$ cat src/hdl/i2c_bus_defs.svh
`ifndef I2C_BUS_DEFS_SVH
`define I2C_BUS_DEFS_SVH

// Register offsets
`define REG_TARGET 5'h00
`define REG_MCTRL 5'h04
`define REG_MDATA 5'h08
`define REG_DIV 5'h0C
`define REG_SADDR 5'h10
`define REG_SSTAT 5'h14
`define REG_SDATA 5'h18
`define REG_CONFIG 5'h1C

// Master command bits (write of master control)
`define CMD_RUN 0
`define CMD_START 1
`define CMD_STOP 2
`define CMD_ACK 3

// Master status bits (read of master control)
`define ST_BUSY 0
`define ST_ERROR 1
`define ST_ADRNACK 2
`define ST_DATNACK 3
`define ST_ARBLOST 4
`define ST_IDLE 5
`define ST_BUSBUSY 6

// Slave status and configuration bits
`define SS_RXREQ 0
`define SS_TXREQ 1
`define SS_FIRST 2
`define CFG_MEN 0
`define CFG_SEN 1

// Reset values
`define DIV_RESET 8'h01
`define CFG_RESET 2'h0

// Clock phase units
`define LOW_UNITS 4'h6
`define PERIOD_LAST 4'h9
`define DATA_SET_UNIT 4'h3
`define SAMPLE_UNIT 4'h8
`define START_FALL_UNIT 4'h5
`define STOP_RELEASE_UNIT 4'h8
`define ACK_BIT 4'h8

`endif

$ cat src/hdl/i2c_bus_pkg.sv
package i2c_bus_pkg;

	typedef enum logic [2:0] {
		M_IDLE,
		M_START,
		M_BIT,
		M_WAIT,
		M_RSTART,
		M_STOP
	} master_state_t;

	typedef enum logic [2:0] {
		S_IDLE,
		S_RX,
		S_HOLD_RX,
		S_ACK,
		S_HOLD_TX,
		S_TX,
		S_TXACK
	} slave_state_t;

endpackage

$ cat src/hdl/i2c_bus_engine.sv
`include "i2c_bus_defs.svh"

module i2c_bus_engine #(
	parameter int DIV_WIDTH = 8
) (
	input wire logic ref_clk,
	input wire logic arst_n,
	input wire logic [4:0] reg_addr,
	input wire logic [31:0] reg_wdata,
	input wire logic reg_wr,
	input wire logic reg_rd,
	output logic [31:0] reg_rdata,
	input wire logic serial_data_pin_in,
	output logic serial_data_pin_out,
	output logic serial_data_pin_oe_n,
	input wire logic serial_clock_pin_in,
	output logic serial_clock_pin_out,
	output logic serial_clock_pin_oe_n
);

	if (DIV_WIDTH < 1 || DIV_WIDTH > 16)
	begin : g_bad_width
		$error("DIV_WIDTH must lie in 1..16");
	end

	////////////////////////////////////////////////////////////////////////
	// Synchronizers and bus conditions

	logic sda_meta, sda_s, sda_d;
	logic scl_meta, scl_s, scl_d;

	always_ff @(posedge ref_clk or negedge arst_n)
	begin
		if (!arst_n)
		begin
			sda_meta <= 1'b1;
			sda_s <= 1'b1;
			sda_d <= 1'b1;
			scl_meta <= 1'b1;
			scl_s <= 1'b1;
			scl_d <= 1'b1;
		end
		else
		begin
			sda_meta <= serial_data_pin_in;
			sda_s <= sda_meta;
			sda_d <= sda_s;
			scl_meta <= serial_clock_pin_in;
			scl_s <= scl_meta;
			scl_d <= scl_s;
		end
	end

	wire scl_rise = scl_s & ~scl_d;
	wire scl_fall = ~scl_s & scl_d;
	wire start_det = scl_s & scl_d & sda_d & ~sda_s;
	wire stop_det = scl_s & scl_d & ~sda_d & sda_s;

	logic bus_busy;
	always_ff @(posedge ref_clk or negedge arst_n)
	begin
		if (!arst_n)
			bus_busy <= 1'b0;
		else if (start_det)
			bus_busy <= 1'b1;
		else if (stop_det)
			bus_busy <= 1'b0;
	end

	wire bus_idle = ~bus_busy & scl_s & sda_s;

	////////////////////////////////////////////////////////////////////////
	// Registers

	logic [7:0] master_target_address_reg;
	logic [DIV_WIDTH-1:0] clock_divider_value;
	logic [1:0] cfg;
	logic [6:0] own_addr;
	logic [7:0] m_tx_data, m_rx_data, s_tx_data, s_rx_data;
	logic cmd_stop, cmd_ack;
	logic err_adr, err_dat, err_arb;
	logic rx_req, tx_req, first_byte;
	logic [31:0] rd_mux;

	wire wr_target = reg_wr && reg_addr == `REG_TARGET;
	wire wr_mctrl = reg_wr && reg_addr == `REG_MCTRL;
	wire wr_mdata = reg_wr && reg_addr == `REG_MDATA;
	wire wr_div = reg_wr && reg_addr == `REG_DIV;
	wire wr_saddr = reg_wr && reg_addr == `REG_SADDR;
	wire wr_sdata = reg_wr && reg_addr == `REG_SDATA;
	wire wr_config = reg_wr && reg_addr == `REG_CONFIG;
	wire rd_sdata = reg_rd && reg_addr == `REG_SDATA;
	wire cmd_run = reg_wdata[`CMD_RUN];
	wire cmd_start = reg_wdata[`CMD_START];
	wire master_en = cfg[`CFG_MEN];
	wire slave_en = cfg[`CFG_SEN];

	always_ff @(posedge ref_clk or negedge arst_n)
	begin
		if (!arst_n)
		begin
			master_target_address_reg <= 8'h00;
			clock_divider_value <= DIV_WIDTH'(`DIV_RESET);
			cfg <= `CFG_RESET;
			own_addr <= 7'h00;
			m_tx_data <= 8'h00;
			s_tx_data <= 8'h00;
			cmd_stop <= 1'b0;
			cmd_ack <= 1'b0;
		end
		else
		begin
			if (wr_target)
				master_target_address_reg <= reg_wdata[7:0];
			if (wr_div)
				clock_divider_value <= reg_wdata[DIV_WIDTH-1:0];
			if (wr_config)
				cfg <= reg_wdata[1:0];
			if (wr_saddr)
				own_addr <= reg_wdata[6:0];
			if (wr_mdata)
				m_tx_data <= reg_wdata[7:0];
			if (wr_sdata)
				s_tx_data <= reg_wdata[7:0];
			if (wr_mctrl)
			begin
				cmd_stop <= reg_wdata[`CMD_STOP];
				cmd_ack <= reg_wdata[`CMD_ACK];
			end
		end
	end

	////////////////////////////////////////////////////////////////////////
	// Master: phase timer

	i2c_bus_pkg::master_state_t m_state;
	logic [DIV_WIDTH:0] pre;
	logic [3:0] ph, m_bits;
	logic [7:0] m_shift;
	logic m_sda_low, addr_phase, ack_seen;

	wire m_dir = master_target_address_reg[0];
	wire m_run = m_state != i2c_bus_pkg::M_IDLE &&
		m_state != i2c_bus_pkg::M_WAIT;
	wire m_scl_low = m_state == i2c_bus_pkg::M_WAIT ||
		((m_state == i2c_bus_pkg::M_BIT || m_state == i2c_bus_pkg::M_RSTART
		|| m_state == i2c_bus_pkg::M_STOP) && ph < `LOW_UNITS);
	wire [DIV_WIDTH:0] unit_last = {clock_divider_value, 1'b1};
	// hold timer at unit end while clock held low
	wire stretch = m_run && ph >= `LOW_UNITS && ~m_scl_low && ~scl_s &&
		pre == unit_last;
	wire tick = m_run && ~stretch && pre == unit_last;
	wire ph_last = ph == `PERIOD_LAST;
	wire m_sending = addr_phase || ~m_dir;
	wire at_sample = tick && ph == `SAMPLE_UNIT;
	wire arb_loss = m_state == i2c_bus_pkg::M_BIT && at_sample &&
		m_bits < `ACK_BIT && m_sending && ~m_sda_low && ~sda_s;
	wire byte_end = m_state == i2c_bus_pkg::M_BIT && tick && ph_last &&
		m_bits == `ACK_BIT;
	wire adr_nack = byte_end && addr_phase && ~ack_seen;
	wire dat_nack = byte_end && ~addr_phase && ~m_dir && ~ack_seen;
	wire start_ok = wr_mctrl && cmd_run && cmd_start && master_en;

	always_ff @(posedge ref_clk or negedge arst_n)
	begin
		if (!arst_n)
		begin
			pre <= '0;
			ph <= 4'h0;
		end
		else if (~m_run)
		begin
			pre <= '0;
			ph <= 4'h0;
		end
		else if (~stretch)
		begin
			pre <= tick ? '0 : pre + 1'b1;
			if (tick)
				ph <= ph_last ? 4'h0 : ph + 4'h1;
		end
	end

	////////////////////////////////////////////////////////////////////////
	// Master: sequencer

	always_ff @(posedge ref_clk or negedge arst_n)
	begin
		if (!arst_n)
		begin
			m_state <= i2c_bus_pkg::M_IDLE;
			m_shift <= 8'h00;
			m_bits <= 4'h0;
			m_sda_low <= 1'b0;
			addr_phase <= 1'b0;
			ack_seen <= 1'b0;
			m_rx_data <= 8'h00;
		end
		else
		begin
			case (m_state)
			i2c_bus_pkg::M_IDLE:
				if (start_ok && bus_idle)
				begin
					m_state <= i2c_bus_pkg::M_START;
					m_shift <= master_target_address_reg;
					addr_phase <= 1'b1;
				end
			i2c_bus_pkg::M_WAIT:
				if (wr_mctrl && master_en)
				begin
					m_bits <= 4'h0;
					if (cmd_run && cmd_start)
					begin
						m_state <= i2c_bus_pkg::M_RSTART;
						m_shift <= master_target_address_reg;
						addr_phase <= 1'b1;
					end
					else if (cmd_run)
					begin
						m_state <= i2c_bus_pkg::M_BIT;
						m_shift <= m_dir ? 8'hFF : m_tx_data;
					end
					else if (reg_wdata[`CMD_STOP])
						m_state <= i2c_bus_pkg::M_STOP;
				end
			i2c_bus_pkg::M_START:
				if (tick)
				begin
					if (ph == `START_FALL_UNIT)
						m_sda_low <= 1'b1;
					if (ph_last)
					begin
						m_state <= i2c_bus_pkg::M_BIT;
						m_bits <= 4'h0;
					end
				end
			i2c_bus_pkg::M_RSTART:
				if (tick)
				begin
					if (ph == `DATA_SET_UNIT)
						m_sda_low <= 1'b0;
					if (ph_last)
						m_state <= i2c_bus_pkg::M_START;
				end
			i2c_bus_pkg::M_STOP:
				if (tick)
				begin
					if (ph == `DATA_SET_UNIT)
						m_sda_low <= 1'b1;
					if (ph == `STOP_RELEASE_UNIT)
						m_sda_low <= 1'b0;
					if (ph_last)
						m_state <= i2c_bus_pkg::M_IDLE;
				end
			i2c_bus_pkg::M_BIT:
				if (arb_loss)
				begin
					m_state <= i2c_bus_pkg::M_IDLE;
					m_sda_low <= 1'b0;
				end
				else if (tick)
				begin
					if (ph == `DATA_SET_UNIT)
					begin
						if (m_bits < `ACK_BIT)
							m_sda_low <= m_sending & ~m_shift[7];
						else
							m_sda_low <= ~m_sending & cmd_ack;
					end
					if (ph == `SAMPLE_UNIT)
					begin
						if (m_bits < `ACK_BIT)
							m_shift <= {m_shift[6:0], sda_s};
						else
							ack_seen <= ~sda_s;
					end
					if (ph_last && m_bits < `ACK_BIT)
						m_bits <= m_bits + 4'h1;
					if (ph_last && m_bits == `ACK_BIT)
					begin
						m_bits <= 4'h0;
						if (adr_nack || dat_nack)
							m_state <= i2c_bus_pkg::M_STOP;
						else if (addr_phase)
						begin
							addr_phase <= 1'b0;
							m_shift <= m_dir ? 8'hFF : m_tx_data;
						end
						else
						begin
							if (m_dir)
								m_rx_data <= m_shift;
							m_state <= cmd_stop ? i2c_bus_pkg::M_STOP
								: i2c_bus_pkg::M_WAIT;
						end
					end
				end
			default:
				m_state <= i2c_bus_pkg::M_IDLE;
			endcase
		end
	end

	// error flags, set wins over clear
	always_ff @(posedge ref_clk or negedge arst_n)
	begin
		if (!arst_n)
		begin
			err_adr <= 1'b0;
			err_dat <= 1'b0;
			err_arb <= 1'b0;
		end
		else
		begin
			err_adr <= adr_nack | (err_adr & ~wr_mctrl);
			err_dat <= dat_nack | (err_dat & ~wr_mctrl);
			err_arb <= arb_loss | (start_ok & m_state == i2c_bus_pkg::M_IDLE
				& ~bus_idle) | (err_arb & ~wr_mctrl);
		end
	end

	wire m_error = err_adr | err_dat | err_arb;

	////////////////////////////////////////////////////////////////////////
	// Slave

	i2c_bus_pkg::slave_state_t s_state;
	logic [7:0] s_shift;
	logic [3:0] s_bits;
	logic s_sda_low, s_is_addr, s_rw;

	wire s_scl_low = s_state == i2c_bus_pkg::S_HOLD_RX ||
		s_state == i2c_bus_pkg::S_HOLD_TX;
	wire s_match = s_shift[7:1] == own_addr && slave_en;
	wire s_byte_done = scl_fall && s_bits == `ACK_BIT;
	wire s_rx_set = s_state == i2c_bus_pkg::S_HOLD_RX && ~rx_req &&
		~s_is_addr;
	wire s_tx_set = s_byte_done && s_is_addr && s_match && s_shift[0];
	wire s_txack_set = s_state == i2c_bus_pkg::S_TXACK && scl_rise && ~sda_s;

	always_ff @(posedge ref_clk or negedge arst_n)
	begin
		if (!arst_n)
		begin
			s_state <= i2c_bus_pkg::S_IDLE;
			s_shift <= 8'h00;
			s_bits <= 4'h0;
			s_sda_low <= 1'b0;
			s_is_addr <= 1'b0;
			s_rw <= 1'b0;
			s_rx_data <= 8'h00;
		end
		else if (start_det)
		begin
			s_state <= i2c_bus_pkg::S_RX;
			s_bits <= 4'h0;
			s_is_addr <= 1'b1;
			s_sda_low <= 1'b0;
		end
		else if (stop_det)
		begin
			s_state <= i2c_bus_pkg::S_IDLE;
			s_sda_low <= 1'b0;
		end
		else
		begin
			case (s_state)
			i2c_bus_pkg::S_IDLE:
				s_sda_low <= 1'b0;
			i2c_bus_pkg::S_RX:
				if (scl_rise)
				begin
					s_shift <= {s_shift[6:0], sda_s};
					s_bits <= s_bits + 4'h1;
				end
				else if (s_byte_done)
				begin
					if (s_is_addr && ~s_match)
						s_state <= i2c_bus_pkg::S_IDLE;
					else if (s_is_addr)
					begin
						s_rw <= s_shift[0];
						s_sda_low <= 1'b1;
						s_state <= i2c_bus_pkg::S_ACK;
					end
					else
						s_state <= i2c_bus_pkg::S_HOLD_RX;
				end
			i2c_bus_pkg::S_HOLD_RX:
				if (~rx_req)
				begin
					s_rx_data <= s_shift;
					s_sda_low <= 1'b1;
					s_state <= i2c_bus_pkg::S_ACK;
				end
			i2c_bus_pkg::S_ACK:
				if (scl_fall)
				begin
					// accept with low ack, then release
					s_sda_low <= 1'b0;
					s_bits <= 4'h0;
					s_is_addr <= 1'b0;
					s_state <= s_rw ? i2c_bus_pkg::S_HOLD_TX
						: i2c_bus_pkg::S_RX;
				end
			i2c_bus_pkg::S_HOLD_TX:
				if (~tx_req)
				begin
					s_shift <= s_tx_data;
					s_sda_low <= ~s_tx_data[7];
					s_state <= i2c_bus_pkg::S_TX;
				end
			i2c_bus_pkg::S_TX:
				if (scl_rise)
					s_bits <= s_bits + 4'h1;
				else if (scl_fall && s_bits == `ACK_BIT)
				begin
					s_sda_low <= 1'b0;
					s_state <= i2c_bus_pkg::S_TXACK;
				end
				else if (scl_fall)
				begin
					s_shift <= {s_shift[6:0], 1'b0};
					s_sda_low <= ~s_shift[6];
				end
			i2c_bus_pkg::S_TXACK:
				if (scl_rise)
					s_state <= sda_s ? i2c_bus_pkg::S_IDLE
						: i2c_bus_pkg::S_ACK;
			default:
				s_state <= i2c_bus_pkg::S_IDLE;
			endcase
		end
	end

	// Software requests, hardware set wins
	always_ff @(posedge ref_clk or negedge arst_n)
	begin
		if (!arst_n)
		begin
			rx_req <= 1'b0;
			tx_req <= 1'b0;
			first_byte <= 1'b0;
		end
		else
		begin
			rx_req <= s_rx_set | (rx_req & ~rd_sdata);
			tx_req <= s_tx_set | s_txack_set | (tx_req & ~wr_sdata);
			first_byte <= (s_byte_done & s_is_addr & s_match) |
				(first_byte & ~s_rx_set & ~s_tx_set);
		end
	end

	////////////////////////////////////////////////////////////////////////
	// Pins and read port

	assign serial_data_pin_out = 1'b0;
	assign serial_clock_pin_out = 1'b0;
	assign serial_data_pin_oe_n = ~(m_sda_low | s_sda_low);
	assign serial_clock_pin_oe_n = ~(m_scl_low | s_scl_low);

	wire [6:0] m_status = {bus_busy, m_state == i2c_bus_pkg::M_IDLE,
		err_arb, err_dat, err_adr, m_error, m_run};
	wire [2:0] s_status = {first_byte, tx_req, rx_req};

	always_comb
	begin
		case (reg_addr)
		`REG_TARGET: rd_mux = {24'h000000, master_target_address_reg};
		`REG_MCTRL: rd_mux = {25'h0000000, m_status};
		`REG_MDATA: rd_mux = {24'h000000, m_rx_data};
		`REG_DIV: rd_mux = {{(32-DIV_WIDTH){1'b0}}, clock_divider_value};
		`REG_SADDR: rd_mux = {25'h0000000, own_addr};
		`REG_SSTAT: rd_mux = {29'h00000000, s_status};
		`REG_SDATA: rd_mux = {24'h000000, s_rx_data};
		`REG_CONFIG: rd_mux = {30'h00000000, cfg};
		default: rd_mux = 32'h00000000;
		endcase
	end

	always_ff @(posedge ref_clk or negedge arst_n)
	begin
		if (!arst_n)
			reg_rdata <= 32'h00000000;
		else
			reg_rdata <= reg_rd ? rd_mux : 32'h00000000;
	end
endmodule

$ cat config.mk
export PLATFORM = sky130hd
export DESIGN_NAME = i2c_bus_engine
export DESIGN_NICKNAME = d
export VERILOG_FILES = /design/src/hdl/i2c_bus_pkg.sv /design/src/hdl/i2c_bus_engine.sv
export VERILOG_INCLUDE_DIRS = /design/src /design/src/hdl
export SDC_FILE = /design/constraint.sdc
export NUM_CORES = 1
export LEC_CHECK = 0
export BUFFER_PORTS_ARGS = -buffer_cell sky130_fd_sc_hd__clkbuf_2
export CORE_MARGIN = 3
export CORE_UTILIZATION = 59
export CTS_CLUSTER_DIAMETER = 30
export DETAILED_ROUTE_END_ITERATION = 10
export PLACE_DENSITY = 0.79
export RECOVER_POWER = 100
export SYNTH_ARGS = -nofsm -noshare
export SYNTH_HDL_FRONTEND = slang
export SYNTH_SLANG_ARGS = --single-unit
$ cat constraint.sdc
create_clock -name ref_clk -period 2.4 [get_ports ref_clk]
set_input_delay 0.36 -clock ref_clk [delete_from_list [all_inputs] [get_ports ref_clk]]
set_output_delay 0.36 -clock ref_clk [all_outputs]
set_load 0.005 [all_outputs]
==> impl_metrics.tcl <==
set metrics [dict create \
    status "completed" \
    antenna_found_initial 0 \
    synth-edff-count 0 \
    remaining_drc_errors 0 \
    dieArea_um2 13600 \
    setup_violations 0 \
    area_growth_pct 16.0 \
    io_pins 79 \
    htreeDepth 4 \
    p_leak_nw 3.67 \
    ant_nets 0 \
    worstSetupEndpointType "register" \
    tightestPinTransition_ps 1250 \
    rows 39 \
    layout_common_cells "dfrtp_1 (121), mux2_2 (64), nand2_1 (55)" \
    netlist-cell-type-count 75 \
    yosysWarnings 0 \
    critPathLaunchType "register" \
    numPortBuffers 28 \
    finalCritPeriodShare_pct 98.1 \
    numCtsBuffers 17 \
    drtIter0Drc 639 \
    core-area_um2 11700 \
    slew_viol_final 0 \
    n_fill_cell 850 \
    track_usage_pct 31.7 \
    max-slew-margin-rel_pct 16.5 \
    clk_pin_slew_ps 60 \
    final_cells 953 \
    routed_via_density 6.51 \
    cp_data_arrival_time_ps 2660 \
    finish.instance_area_um2 8380 \
    min_period_ps 2350 \
    vdd_ir_drop_max_v 0.000779 \
    fin_skew_ps 8.72 \
    dp_hpwl_um 14400 \
    largest_reg_flops 9 \
    grt_pass1_wl_um 32800 \
    powerDensity_nw_per_um2 968 \
    grt_pass1_vias 6088 \
    grt_max_degree 48 \
    worstPathMaxFanout 11 \
    min_path_cells 1 \
    die_y_um 117 \
    diodes 0 \
    critPathRequiredTime_ps 2710 \
    post_drt_wl_per_cell_um 21.3 \
    drive_gt1_share_pct 24.3 \
    tritoncts "built" \
    seq_area_frac_synth_pct 44.8 \
    drt-total-wl_um 20300 \
    rr_worst_depth 7 \
    regMostFlops "pre" \
    mostFrequentLayoutCell "dfrtp_1" \
    synth_flop_cell "dfrtp_1" \
    syn_area_um2 7230 \
    overflow 0 \
    finish.net_count 846 \
    synthArstFlopShare_pct 100 \
    p_total_mw 8.12 \
    start_util_pct 61.7 \
    gp_congestion 1.02 \
    cap_violations 0 \
    cts_root_buf "clkbuf_16" \
    syn_inst 721 \
    hp-class "input port to register" \
    die_w_um 117 \
    worst-setup-path-type "register to register" \
    clkLatencyLatePin_ps 430 \
    vias 6201 \
    numClockSinks 129 \
    hold_viol_final 0 \
    whs_ps 22.2 \
    synth.avg_cell_area_um2 10.0 \
    place_area_um2 7760 \
    dp_cells 920 \
    drt_first_pass_iters 5 \
    ys_ff_latch 129 \
    clockBufferDepth 2 \
    max_freq_mhz 425 \
]
==> logic make-up (layout without fill, tap and decap cells) <==
family,after synthesis,count (layout),synth area share (%)
other cells,1,26,0.0519
flops,129,129,44.8
simple gates,226,226,17.1
xor+xnor,18,18,2.18
buf+inv,72,136,5.66
mux,81,81,12.4
fa+ha+maj,5,5,0.866
compound gates,189,189,16.9
==> stage by stage <==
| stage | utilization, % | setup WS [ps] | setup TNS (ps) |
|---|---|---|---|
| after floorplan | - | 206 | 0 |
| after global placement | 66.2 | 57.6 | 0 |
| after detailed placement | 66.2 | -16.5 | -49.0 |
| after CTS | 71.7 | 22.1 | 0 |
| after global routing | 71.6 | -29.5 | -45.5 |
| final | 71.6 | 45.8 | 0 |
==> worst max-delay path, stage by stage (launching register included) <==
cell and delay, ps:
dfrtp_1 390, or4b_1 610, nor2_2 170, buf_4 210
and3_1 270, o21ai_1 110, a32o_1 210, mux2_2 260
==> final cells by class <==
| cell class | instances | area (um^2) | share of cell area, % |
|---|---|---|---|
| clock inverters | 10 | 149 | 1.78 |
| well taps | 143 | 179 | 2.13 |
| flip-flops and latches | 129 | 3240 | 38.6 |
| inverters | 14 | 52.6 | 0.627 |
| repair buffers | 91 | 596 | 7.11 |
| multi-input cells | 545 | 3690 | 44.0 |
| clock buffers | 21 | 480 | 5.73 |
==> metal layers <==
layer | vias up | part of all wire, % | track usage (%)
met5 | - | 0 | 0
met4 | 0 | 2.4 | 12.0
met3 | 52 | 8.1 | 5.96
met2 | 354 | 47 | 49.4
met1 | 3036 | 42 | 44.5
li1 | 2759 | - | -
==> synthesized netlist by cell type, drive strengths merged (16+ instances only) <==
| master | count | share of area [%] |
|---|---|---|
| o21ai | 37 | 2.6 |
| dfrtp | 122 | 42 |
| buf | 39 | 3.8 |
| clkbuf | 19 | 1.1 |
| a22oi | 27 | 2.8 |
| nand3 | 16 | 1.1 |
| nor3 | 18 | 1.6 |
| mux2 | 71 | 11 |
| nand2 | 55 | 2.9 |
| a21oi | 50 | 3.5 |
| a31oi | 23 | 2.0 |
| nor2 | 55 | 2.9 |
==> power by group <==
group | leakage, nW | total (mW) | internal, mW | switching [mW]
registers | 1.63 | 3.22 | 2.66 | 0.560
clock network | 0.303 | 2.78 | 1.75 | 1.02
logic | 1.73 | 2.12 | 0.988 | 1.13
==> final timing paths <==
kind                                    startpoint          to  slack [ps]
worst max register to register               ph[2]  m_state[1]          50
worst min-delay path            serial_data_pin_in    sda_meta          20
worst min register to register            scl_meta       scl_s         360
min in group asynchronous                   arst_n   m_bits[3]         730
worst max-delay path                         ph[2]  m_state[1]          50
max in group asynchronous                   arst_n  m_shift[0]         380
==> timing repair <==
item	CTS	global route
setup endpoints to repair	8	32
hold buffers	1	1
hold endpoints to repair	41	1
resized for setup	2	8
cloned	0	0
setup buffers	0	0
No activity file was read; power rests on OpenSTA's default activity.
